==> src/logic/cca_map.svh <==
// cca_map.svh: register offsets, field positions, reset values, divider counts
// assumes: included by the counter array modules
// How it works
// - one shared 16-bit counter feeds six to eight modules
// - counter clock picked from six sources
// - modules capture, time, toggle, modulate, or divide
// - modulator widths of 8, 9, 10, 11, 16 bits
// - module five may serve as watchdog timer
// - module five runs as watchdog after reset
// - software locks watchdog off until power-on reset
// - unserviced watchdog expiry requests a system reset
// - module pins and count input reach crossbar only
`ifndef CCA_MAP_SVH
`define CCA_MAP_SVH
`define CCA_CNT_W 16
`define CCA_NUM_MOD 6
`define CCA_MAX_MOD 8
`define CCA_WD_IDX 5
`define CCA_AW 6
`define CCA_DW 8
`define CCA_CTRL 6'h00
`define CCA_WDCTL 6'h01
`define CCA_WDSVC 6'h02
`define CCA_CNTL 6'h04
`define CCA_CNTH 6'h05
`define CCA_FLAGS 6'h06
`define CCA_MOD_BASE 8
`define CCA_MOD_STRIDE 4
`define CCA_MOD_MODE 0
`define CCA_MOD_VALL 1
`define CCA_MOD_VALH 2
`define CCA_CTRL_RUN 0
`define CCA_CTRL_SEL_LO 1
`define CCA_CTRL_SEL_HI 3
`define CCA_CTRL_OVF 7
`define CCA_CTRL_RST 4'h1
`define CCA_WDCTL_ACT 0
`define CCA_WDCTL_LOCK 1
`define CCA_WDCTL_CAUSE 2
`define CCA_MODE_LO 0
`define CCA_MODE_HI 2
`define CCA_MODE_CAPR 3
`define CCA_MODE_CAPF 4
`define CCA_MODE_PWM_LO 5
`define CCA_MODE_PWM_HI 7
`define CCA_MODE_WD_RST 8'h06
`define CCA_SEL_DIV12 3'h0
`define CCA_SEL_DIV4 3'h1
`define CCA_SEL_T0 3'h2
`define CCA_SEL_ECI 3'h3
`define CCA_SEL_SYS 3'h4
`define CCA_SEL_OSC8 3'h5
`define CCA_DIV12_LAST 4'hb
`define CCA_DIV4_LAST 2'h3
`define CCA_DIV8_LAST 3'h7
`define CCA_PWM8 3'h0
`define CCA_PWM9 3'h1
`define CCA_PWM10 3'h2
`define CCA_PWM11 3'h3
`define CCA_PWM16 3'h4
`define CCA_MASK8 16'h00ff
`define CCA_MASK9 16'h01ff
`define CCA_MASK10 16'h03ff
`define CCA_MASK11 16'h07ff
`define CCA_MASK16 16'hffff
`endif

==> src/logic/cca_pkg.sv <==
// cca_pkg: types of the counter array
// assumes: constants come from cca_map.svh
package cca_pkg;
  typedef enum logic [2:0] {
    CCA_OFF,
    CCA_CAPTURE,
    CCA_TIMER,
    CCA_HSO,
    CCA_PWM,
    CCA_FREQ,
    CCA_WDT
  } cca_mode_t;
endpackage

==> src/logic/cca_top.sv <==
// cca_top: counter array time base, clock select, registers, watchdog
// assumes: pins arrive from the crossbar, timer0_ovf is a clk-domain pulse
`timescale 1ns/1ps
`include "cca_map.svh"
module cca_top #(
  parameter int NUM_MOD = `CCA_NUM_MOD
) (
  input wire logic clk,
  input wire logic rst_n,
  input wire logic por_rst_n,
  input wire logic [5:0] reg_addr,
  input wire logic [7:0] reg_wdata,
  input wire logic reg_we,
  input wire logic reg_re,
  output logic [7:0] reg_rdata_q,
  input wire logic timer0_ovf,
  input wire logic ext_count_in,
  input wire logic ext_osc_in,
  input wire logic [NUM_MOD-1:0] ccm_pin_in,
  output logic [NUM_MOD-1:0] ccm_pin_out_q,
  output logic [NUM_MOD-1:0] ccm_pin_oe_q,
  output logic wdt_reset_q
);
  localparam int SW = NUM_MOD + 2;
  localparam int WD = `CCA_WD_IDX;

  if (NUM_MOD < `CCA_NUM_MOD || NUM_MOD > `CCA_MAX_MOD) begin : g_chk
    $error("cca_top: NUM_MOD must lie between 6 and 8");
  end

  logic [SW-1:0] sync1_q;
  logic [SW-1:0] sync2_q;
  logic [SW-1:0] prev_q;
  logic [SW-1:0] rise;
  logic [SW-1:0] fall;
  logic eci_rise;
  logic osc_rise;
  logic [3:0] div12_q;
  logic [1:0] div4_q;
  logic [2:0] div8_q;
  logic tick;
  logic tick_run;
  logic [3:0] ctrl_q;
  logic ovf_q;
  logic [15:0] cnt_q;
  logic [15:0] cnt_d;
  logic lock_q;
  logic cause_q;
  logic wd_active;
  logic [NUM_MOD-1:0] flag_q;
  logic [NUM_MOD-1:0] ev;
  logic [NUM_MOD-1:0][7:0] mode_q;
  logic [NUM_MOD-1:0][15:0] val;
  logic [7:0] rd_d;
  logic wr_ctrl;
  logic wr_wdctl;
  logic wr_svc;
  logic wr_cntl;
  logic wr_cnth;
  logic wr_flags;

  assign wr_ctrl = reg_we && (reg_addr == `CCA_CTRL);
  assign wr_wdctl = reg_we && (reg_addr == `CCA_WDCTL);
  assign wr_svc = reg_we && (reg_addr == `CCA_WDSVC);
  assign wr_cntl = reg_we && (reg_addr == `CCA_CNTL);
  assign wr_cnth = reg_we && (reg_addr == `CCA_CNTH);
  assign wr_flags = reg_we && (reg_addr == `CCA_FLAGS);

  // two-flop synchronisers for pins
  always_ff @(posedge clk) begin
    if (!rst_n) begin
      sync1_q <= '0;
      sync2_q <= '0;
    end else begin
      sync1_q <= {ext_osc_in, ext_count_in, ccm_pin_in};
      sync2_q <= sync1_q;
    end
  end

  // edge detection on synchronised pins
  always_ff @(posedge clk) begin
    if (!rst_n) begin
      prev_q <= '0;
    end else begin
      prev_q <= sync2_q;
    end
  end

  assign rise = sync2_q & ~prev_q;
  assign fall = ~sync2_q & prev_q;
  assign eci_rise = rise[NUM_MOD];
  assign osc_rise = rise[NUM_MOD+1];

  // clock dividers
  always_ff @(posedge clk) begin
    if (!rst_n) begin
      div12_q <= 4'h0;
      div4_q <= 2'h0;
      div8_q <= 3'h0;
    end else begin
      div12_q <= (div12_q == `CCA_DIV12_LAST) ? 4'h0 : div12_q + 4'h1;
      div4_q <= div4_q + 2'h1;
      if (osc_rise) begin
        div8_q <= div8_q + 3'h1;
      end
    end
  end

  // counter clock select
  always_comb begin
    tick = 1'b0;
    case (ctrl_q[`CCA_CTRL_SEL_HI:`CCA_CTRL_SEL_LO])
      `CCA_SEL_DIV12: tick = (div12_q == `CCA_DIV12_LAST);
      `CCA_SEL_DIV4: tick = (div4_q == `CCA_DIV4_LAST);
      `CCA_SEL_T0: tick = timer0_ovf;
      `CCA_SEL_ECI: tick = eci_rise;
      `CCA_SEL_SYS: tick = 1'b1;
      `CCA_SEL_OSC8: tick = osc_rise && (div8_q == `CCA_DIV8_LAST);
      default: tick = 1'b0;
    endcase
  end

  assign tick_run = tick && ctrl_q[`CCA_CTRL_RUN];

  // control register, run bit cannot be cleared under the watchdog
  always_ff @(posedge clk) begin
    if (!rst_n) begin
      ctrl_q <= `CCA_CTRL_RST;
    end else if (wr_ctrl) begin
      ctrl_q <= reg_wdata[3:0];
      if (wd_active) begin
        ctrl_q[`CCA_CTRL_RUN] <= 1'b1;
      end
    end
  end

  // shared time base
  always_comb begin
    cnt_d = cnt_q;
    if (tick_run) begin
      cnt_d = cnt_q + 16'h0001;
    end
    if (wr_cntl) begin
      cnt_d[7:0] = reg_wdata;
    end
    if (wr_cnth) begin
      cnt_d[15:8] = reg_wdata;
    end
  end

  always_ff @(posedge clk) begin
    if (!rst_n) begin
      cnt_q <= 16'h0000;
    end else begin
      cnt_q <= cnt_d;
    end
  end

  // overflow flag, set beats clear
  always_ff @(posedge clk) begin
    if (!rst_n) begin
      ovf_q <= 1'b0;
    end else if (tick_run && cnt_q == 16'hffff) begin
      ovf_q <= 1'b1;
    end else if (wr_ctrl && !reg_wdata[`CCA_CTRL_OVF]) begin
      ovf_q <= 1'b0;
    end
  end

  // module event flags, write one clears, set beats clear
  always_ff @(posedge clk) begin
    if (!rst_n) begin
      flag_q <= '0;
    end else begin
      flag_q <= (flag_q & ~(wr_flags ? reg_wdata[NUM_MOD-1:0] : '0)) | ev;
    end
  end

  // watchdog lock, kept across system reset
  always_ff @(posedge clk) begin
    if (!por_rst_n) begin
      lock_q <= 1'b0;
    end else if (wr_wdctl && !reg_wdata[`CCA_WDCTL_ACT]) begin
      lock_q <= 1'b1;
    end
  end

  assign wd_active = !lock_q &&
    (mode_q[WD][`CCA_MODE_HI:`CCA_MODE_LO] == cca_pkg::CCA_WDT);

  // watchdog expiry request and its sticky cause bit
  always_ff @(posedge clk) begin
    if (!rst_n) begin
      wdt_reset_q <= 1'b0;
    end else begin
      wdt_reset_q <= wd_active && ev[WD];
    end
  end

  always_ff @(posedge clk) begin
    if (!por_rst_n) begin
      cause_q <= 1'b0;
    end else if (wdt_reset_q) begin
      cause_q <= 1'b1;
    end else if (wr_wdctl && reg_wdata[`CCA_WDCTL_CAUSE]) begin
      cause_q <= 1'b0;
    end
  end

  // module mode registers, module five held while watchdog runs
  always_ff @(posedge clk) begin
    if (!rst_n) begin
      for (int j = 0; j < NUM_MOD; j++) begin
        mode_q[j] <= (j == WD) ? `CCA_MODE_WD_RST : 8'h00;
      end
    end else begin
      for (int j = 0; j < NUM_MOD; j++) begin
        if (reg_we && reg_addr == 6'(`CCA_MOD_BASE + j * `CCA_MOD_STRIDE) &&
            !(j == WD && wd_active)) begin
          mode_q[j] <= reg_wdata;
        end
      end
    end
  end

  // capture/compare modules
  for (genvar i = 0; i < NUM_MOD; i++) begin : g_mod
    localparam logic [5:0] BASE = 6'(`CCA_MOD_BASE + i * `CCA_MOD_STRIDE);
    localparam bit IS_WD = (i == WD);
    cca_pkg::cca_mode_t mode_raw;
    cca_pkg::cca_mode_t mode_eff;
    logic [1:0] be;
    logic [15:0] wv;
    logic svc;

    assign mode_raw = cca_pkg::cca_mode_t'(mode_q[i][`CCA_MODE_HI:`CCA_MODE_LO]);
    assign mode_eff = (mode_raw == cca_pkg::CCA_WDT && (!IS_WD || lock_q)) ?
      cca_pkg::CCA_OFF : mode_raw;
    assign svc = IS_WD && wr_svc && wd_active;
    assign be = {reg_we && reg_addr == BASE + 6'(`CCA_MOD_VALH),
                 reg_we && reg_addr == BASE + 6'(`CCA_MOD_VALL)} | {svc, svc};
    assign wv = svc ? cnt_q + {reg_wdata, 8'h00} : {reg_wdata, reg_wdata};

    cca_ccm #(
      .RST_VAL(16'h0000)
    ) u_ccm (
      .clk(clk),
      .rst_n(rst_n),
      .tick(tick_run),
      .count(cnt_q),
      .count_next(cnt_d),
      .mode(mode_eff),
      .cap_rise(mode_q[i][`CCA_MODE_CAPR]),
      .cap_fall(mode_q[i][`CCA_MODE_CAPF]),
      .pwm_sel(mode_q[i][`CCA_MODE_PWM_HI:`CCA_MODE_PWM_LO]),
      .pin_rise(rise[i]),
      .pin_fall(fall[i]),
      .wr_be(be),
      .wr_val(wv),
      .val_q(val[i]),
      .out_q(ccm_pin_out_q[i]),
      .oe_q(ccm_pin_oe_q[i]),
      .event_q(ev[i])
    );
  end

  // register read mux
  always_comb begin
    rd_d = 8'h00;
    case (reg_addr)
      `CCA_CTRL: rd_d = {ovf_q, 3'h0, ctrl_q};
      `CCA_WDCTL: rd_d = {5'h00, cause_q, lock_q, wd_active};
      `CCA_CNTL: rd_d = cnt_q[7:0];
      `CCA_CNTH: rd_d = cnt_q[15:8];
      default: rd_d = 8'h00;
    endcase
    for (int k = 0; k < NUM_MOD; k++) begin
      if (reg_addr == `CCA_FLAGS) begin
        rd_d[k] = flag_q[k];
      end
      if (reg_addr == 6'(`CCA_MOD_BASE + k * `CCA_MOD_STRIDE)) begin
        rd_d = mode_q[k];
      end
      if (reg_addr == 6'(`CCA_MOD_BASE + k * `CCA_MOD_STRIDE + `CCA_MOD_VALL)) begin
        rd_d = val[k][7:0];
      end
      if (reg_addr == 6'(`CCA_MOD_BASE + k * `CCA_MOD_STRIDE + `CCA_MOD_VALH)) begin
        rd_d = val[k][15:8];
      end
    end
  end

  // read data valid in the cycle after the strobe only
  always_ff @(posedge clk) begin
    if (!rst_n) begin
      reg_rdata_q <= 8'h00;
    end else begin
      reg_rdata_q <= reg_re ? rd_d : 8'h00;
    end
  end
endmodule

==> src/logic/cca_ccm.sv <==
// cca_ccm: one capture/compare module of the counter array
// assumes: tick, count and edges come from the same clock
`timescale 1ns/1ps
`include "cca_map.svh"
module cca_ccm #(
  parameter logic [15:0] RST_VAL = 16'h0000
) (
  input wire logic clk,
  input wire logic rst_n,
  input wire logic tick,
  input wire logic [15:0] count,
  input wire logic [15:0] count_next,
  input wire cca_pkg::cca_mode_t mode,
  input wire logic cap_rise,
  input wire logic cap_fall,
  input wire logic [2:0] pwm_sel,
  input wire logic pin_rise,
  input wire logic pin_fall,
  input wire logic [1:0] wr_be,
  input wire logic [15:0] wr_val,
  output logic [15:0] val_q,
  output logic out_q,
  output logic oe_q,
  output logic event_q
);
  logic hit;
  logic hit_lo;
  logic cap;
  logic [15:0] mask;
  logic pwm_hi;

  assign hit = tick && (count_next == val_q);
  assign hit_lo = tick && (count_next[7:0] == val_q[7:0]);
  assign cap = (mode == cca_pkg::CCA_CAPTURE) && ((pin_rise && cap_rise) || (pin_fall && cap_fall));

  // pwm resolution mask
  always_comb begin
    mask = `CCA_MASK8;
    case (pwm_sel)
      `CCA_PWM9: mask = `CCA_MASK9;
      `CCA_PWM10: mask = `CCA_MASK10;
      `CCA_PWM11: mask = `CCA_MASK11;
      `CCA_PWM16: mask = `CCA_MASK16;
      default: mask = `CCA_MASK8;
    endcase
  end
  assign pwm_hi = (count & mask) < (val_q & mask);

  // compare / capture value
  always_ff @(posedge clk) begin
    if (!rst_n) begin
      val_q <= RST_VAL;
    end else if (wr_be != 2'b00) begin
      if (wr_be[0]) begin
        val_q[7:0] <= wr_val[7:0];
      end
      if (wr_be[1]) begin
        val_q[15:8] <= wr_val[15:8];
      end
    end else if (cap) begin
      val_q <= count;
    end else if (mode == cca_pkg::CCA_FREQ && hit_lo) begin
      val_q[7:0] <= val_q[7:0] + val_q[15:8];
    end
  end

  // module output pin
  always_ff @(posedge clk) begin
    if (!rst_n) begin
      out_q <= 1'b0;
      oe_q <= 1'b0;
    end else begin
      oe_q <= (mode == cca_pkg::CCA_HSO) || (mode == cca_pkg::CCA_PWM) ||
              (mode == cca_pkg::CCA_FREQ);
      unique case (mode)
        cca_pkg::CCA_HSO: out_q <= hit ? ~out_q : out_q;
        cca_pkg::CCA_PWM: out_q <= pwm_hi;
        cca_pkg::CCA_FREQ: out_q <= hit_lo ? ~out_q : out_q;
        cca_pkg::CCA_OFF, cca_pkg::CCA_CAPTURE, cca_pkg::CCA_TIMER, cca_pkg::CCA_WDT:
          out_q <= 1'b0;
        default: out_q <= 1'b0;
      endcase
    end
  end

  // one-cycle event pulse
  always_ff @(posedge clk) begin
    if (!rst_n) begin
      event_q <= 1'b0;
    end else begin
      unique case (mode)
        cca_pkg::CCA_CAPTURE: event_q <= cap;
        cca_pkg::CCA_TIMER, cca_pkg::CCA_HSO, cca_pkg::CCA_PWM: event_q <= hit;
        cca_pkg::CCA_FREQ: event_q <= hit_lo;
        cca_pkg::CCA_WDT: event_q <= hit;
        cca_pkg::CCA_OFF: event_q <= 1'b0;
        default: event_q <= 1'b0;
      endcase
    end
  end
endmodule

==> config.mk <==
export PLATFORM = sky130hd
export DESIGN_NAME = cca_top
export DESIGN_NICKNAME = d
export VERILOG_FILES = /design/src/logic/cca_pkg.sv /design/src/logic/cca_top.sv /design/src/logic/cca_ccm.sv
export VERILOG_INCLUDE_DIRS = /design/src /design/src/logic
export SDC_FILE = /design/constraint.sdc
export NUM_CORES = 1
export LEC_CHECK = 0
export CAP_MARGIN = 25
export CELL_PAD_IN_SITES_DETAIL_PLACEMENT = 1
export CELL_PAD_IN_SITES_GLOBAL_PLACEMENT = 2
export CORE_MARGIN = 2
export CORE_UTILIZATION = 35
export CTS_CLUSTER_DIAMETER = 40
export DETAILED_ROUTE_END_ITERATION = 10
export DONT_BUFFER_PORTS = 1
export PLACE_DENSITY = 0.74
export SLEW_MARGIN = 0
export SYNTH_ARGS = -nofsm -noshare
export SYNTH_HDL_FRONTEND = slang
export SYNTH_SLANG_ARGS = --single-unit
==> constraint.sdc <==
create_clock -name clk -period 2.9 [get_ports clk]
set_input_delay 0.435 -clock clk [delete_from_list [all_inputs] [get_ports clk]]
set_output_delay 0.435 -clock clk [all_outputs]
set_load 0.005 [all_outputs]
==> flow_results.org <==
** Pwr
- Fraction of power spent switching nets :: 0.264
- Of the total power, combinational logic draws 0.080.
- IR analysis of the VDD net gives a maximum drop of 0.426 mV.
- Sequential group share of total power :: 0.302
- The internal power of the cells totals approximately 0.0080 W.
- Of the total power, the clock network draws 0.618.
- Total power divided by cell area :: around 410 mW/mm²
- Leakage power summed over all cells :: between 10 and 15 nW
- For this design the total switching power over the nets is 0.00287 W.

** Logic synthesis
- In the synthesized netlist the dominant register cell turns out to be dfxtp_1.
- Portion of synthesized cell area occupied by the leading cell type :: 0.234
- FF+latch count, synth :: roughly 230
- For this run, the number of Yosys warnings is 0.
- Sorting the synthesized cells by area gives the leading types as dfxtp_1 23%, ha_1 9.0%, nand2_1 5.4%.
- Share of synthesized area occupied by flip-flops and latches :: 0.234
- Synthesis instantiated between 90 and 100 different standard cells from the library.
- Post-synthesis cell area :: 0.0199 mm²
- A synthesized cell averages 7.57 µm².
- After synthesis, the share of flip-flops with an asynchronous set or reset is 0.
- Synth Instances :: between 2000 and 3000
- Number of nets produced by synthesis :: approximately 2800
- Yosys mapped a number of flops with a built-in enable equal to 0.
- Cell type contributing the most total cell area after synthesis :: dfxtp_1

** Global route
- Entering global routing, the biggest net connects 60 pins.
- Met2 Use GR :: 0.588
- Met1 usage in global routing :: 0.489
- Number of global-route vias before repair :: about 24000
- Met3 track utilization from global routing :: 0.0867
- The initial antenna violation count is 11.
- GR Overflow Total :: 0
- Most used routing layer :: met2
- The first global-routing pass estimated around 170000 µm of wire.
- Global routing usage summed across all routing layers :: 0.383

** Final layout
- For this run, the share of the core covered by cells in the final layout is 0.470.
- Leaving out fill and tap cells, the most frequent cells in the layout are 341 x buf_4, 274 x nand2_1, 228 x dfxtp_1, 219 x nor2_1, 175 x a21oi_1.
- Relative to the synthesized area, the layout overhead comes to 32.6%.
- In the final layout, the share of cells above drive strength 1 is 0.230.
- The net count of the finished layout is between 3000 and 4000.
- Excluding fillers, the count of instances in the completed layout stands at around 3700.
- The library cell used most frequently in the layout, excluding fill and tap cells, is buf_4.

** Die
- The die is 243 µm wide.
- Chip height :: about 240 µm
- Floorplan row count :: 87
- Core area :: 0.0563 mm²
- For this configuration, the core starts out at a cell density of 0.354.
- The die covers 0.0588 mm².
- Number of placed I/O pins :: roughly 50

** Worst setup path
- Worst setup EP type :: register
- Worst reg2reg path depth :: 16
- Type of the worst setup path :: reg2reg
- Arrival time of data at the critical path endpoint :: around 4 ns
- STA classifies the critical path startpoint as a register.
- Critical R2R Launch :: div8_q[1]
- In this run the register-to-register setup slack is -0.62 ns.
- In this run the critical register-to-register path is captured at g_mod[0].u_ccm.out_q.
- In this run the worst path has a maximum fanout of 8.
- At the worst endpoint, the required time is 3.41 ns.

** Place
- Input and output buffers added on the ports amount to 0.
- GP Congestion :: around 0.99
- Placed insts :: between 3000 and 4000
- Detailed placer's ending HPWL :: about 78000 µm

** Clocking
- After clock tree synthesis, the clock-pin slew on the worst setup and hold paths is 0.05 ns.
- Counting along the longest clock path gives a buffer depth of 3.
- The H-tree was split into 2 levels.
- The clock net in this run drives a total of ~230 sinks.
- Counting the buffers created by CTS gives 54.
- Clock latency at the later pin of the worst-skew pair :: 0.63 ns
- Clock root buffer :: clkbuf_16
- TritonCTS built the clock tree.

** Hold path
- For hold timing, the worst endpoint is g_mod[1].u_ccm.val_q[4].
- The worst hold path was traced through 2 stages.
- Tightest Hold Check Type :: in2reg
- The worst hold path begins at rst_n.

** Timing
- Final-report setup violation count :: 60
- The routed design could run at a clock period as short as roughly 3.5 ns.
- Number of hold-slack violations in the final timing report :: 0
- RSZ-0062 raised after global routing :: yes
- At the pin with the least slew margin, the transition time is between 1 and 1.5 ns.
- Max-slew violation total from the final report :: 0
- In this run the tightest slew margin relative to its limit is 0.172.
- Of the available clock period, the critical path in the final layout requires 1.21.
- Static timing analysis puts the maximum clock frequency at between 200 and 300 MHz.
- Final Skew :: ~0.024 ns
- In the post-route analysis, the smallest setup slack over all paths is -0.619 ns.

** Outcome
- Status :: finished, violations left
- The checks that failed: negative setup slack.

** Route
- Summed over all layers, the routed wires come to ~120000 µm.
- The routed layout has approximately 23000 vias.
- Ratio of routed vias to standard cells :: ~6.3
- Detailed-route wire length per cell :: between 30 and 40 µm
- Number of nets with antenna violations after routing :: 0
- In the routed design, unresolved DRC markers number 0.
- Before antenna repair, the detailed router went through 6 iterations.
- The first routing iteration left ~2300 violations.

** Run
- Maxcap violations :: 0
==> state kept, by name (all words and copies together) (netlist names), 8 cells and up <==
register,flops
cnt_q,16
g_mod.mode_raw,18
g_mod.u_ccm.val_q,96
mode_q,30
prev_q,8
reg_rdata_q,8
sync1_q,8
sync2_q,8
==> how the worst max path moves through the flow <==
stage / from / to / slack (ns)
finish: div8_q[1] / g_mod[0].u_ccm.out_q / -0.62
global route: div8_q[1] / g_mod[0].u_ccm.out_q / -0.68
CTS: div8_q[1] / g_mod[0].u_ccm.out_q / -0.60
detailed placement: div8_q[0] / g_mod[0].u_ccm.out_q / -0.76
global placement: reg_addr[5] / g_mod[0].u_ccm.out_q / -0.63
floorplan: div8_q[0] / g_mod[0].u_ccm.out_q / -0.05
==> what timing repair did <==
action / CTS / global route
setup buffers: 17 / 9
gates resized for setup: 124 / 73
endpoints found under the hold margin: 67 / 0
hold buffers: 30 / 0
cloned: 2 / 1
endpoints found under the setup margin: 60 / 63
pin swaps: 51 / 33
==> power by group through the flow <==
stage / Sequential, W / Combinational, W / Clock [W]
finish: 0.00327 / 0.000871 / 0.00671
global route: 0.00327 / 0.000904 / 0.00691
CTS: 0.00327 / 0.000825 / 0.00677
detailed placement: 0.00334 / 0.000677 / 0
global placement: 0.00333 / 0.000661 / 0
floorplan: 0.00332 / 0.000471 / 0
==> cells in the mapped netlist, types with 32 or more instances <==
| cell | instances |
|---|---|
| dfxtp_1 | 233 |
| inv_1 | 86 |
| ha_1 | 144 |
| and3_1 | 44 |
| a21oi_1 | 191 |
| o211ai_1 | 50 |
| xor2_1 | 59 |
| nor2_1 | 225 |
| and2_1 | 58 |
| mux2i_1 | 84 |
| o21ai_0 | 123 |
| nand2_1 | 287 |
| nor3_1 | 32 |
| nor2b_1 | 53 |
| clkbuf_1 | 171 |
| nand3_1 | 87 |
| xnor2_1 | 111 |
| a211oi_1 | 60 |
| a21o_1 | 37 |
==> final cells by class <==
class | instances | area, µm²
Antenna cell | 4 | 10.0
Timing Repair Buffer | 413 | 3520
Inverter | 86 | 328
Clock inverter | 37 | 505
Clock buffer | 64 | 1490
Sequential cell | 233 | 4670
Fill cell | 6689 | 29900
Tap cell | 756 | 946
Multi-Input combinational cell | 2087 | 15000
==> cell families after synthesis <==
logic type / synth area share
compound gates: 0.244
xor+xnor: 0.0809
fa+ha+maj: 0.0975
buf+inv: 0.0636
flops: 0.234
mux: 0.0450
simple gates: 0.235
==> routing by layer <==
layer | part of all wire | vias up | wire, µm
li1 | - | 9991 | -
met1 | 0.40 | 11600 | 46400
met2 | 0.43 | 1186 | 50200
met3 | 0.098 | 367 | 11300
met4 | 0.066 | 8 | 7640
met5 | 0.00041 | - | 48
==> critical path: stages, from the launching register on <==
cell and delay, ns:
dfxtp_2 0.35, ha_4 0.15, ha_4 0.12, and3b_2 0.22, o221a_4 0.22, nand3_4 0.18, buf_6 0.18, buf_6 0.13
o31a_1 0.30, o21ai_2 0.18, a21oi_1 0.10, nand3b_1 0.17, nor4_2 0.34, buf_4 0.20, o21ai_1 0.07, mux2_1 0.32
o21a_1 0.18
==> through the flow <==
step	setup WS, ns	cell area (µm²)	power, W	setup TNS, ns	hold WS (ns)
4_1_cts	-0.598	26000	0.0109	-24.64	0.000481
3_3_place_gp	-0.631	22900	0.00400	-27.01	0.408
6_report	-0.619	26400	0.0109	-26.55	0.00781
3_5_place_dp	-0.761	22900	0.00401	-32.24	0.422
2_1_floorplan	-0.0518	20100	0.00379	-0.273	0.399
5_1_grt	-0.676	26400	0.0111	-31.64	0.0258
Power figures use the tool's default switching activity.
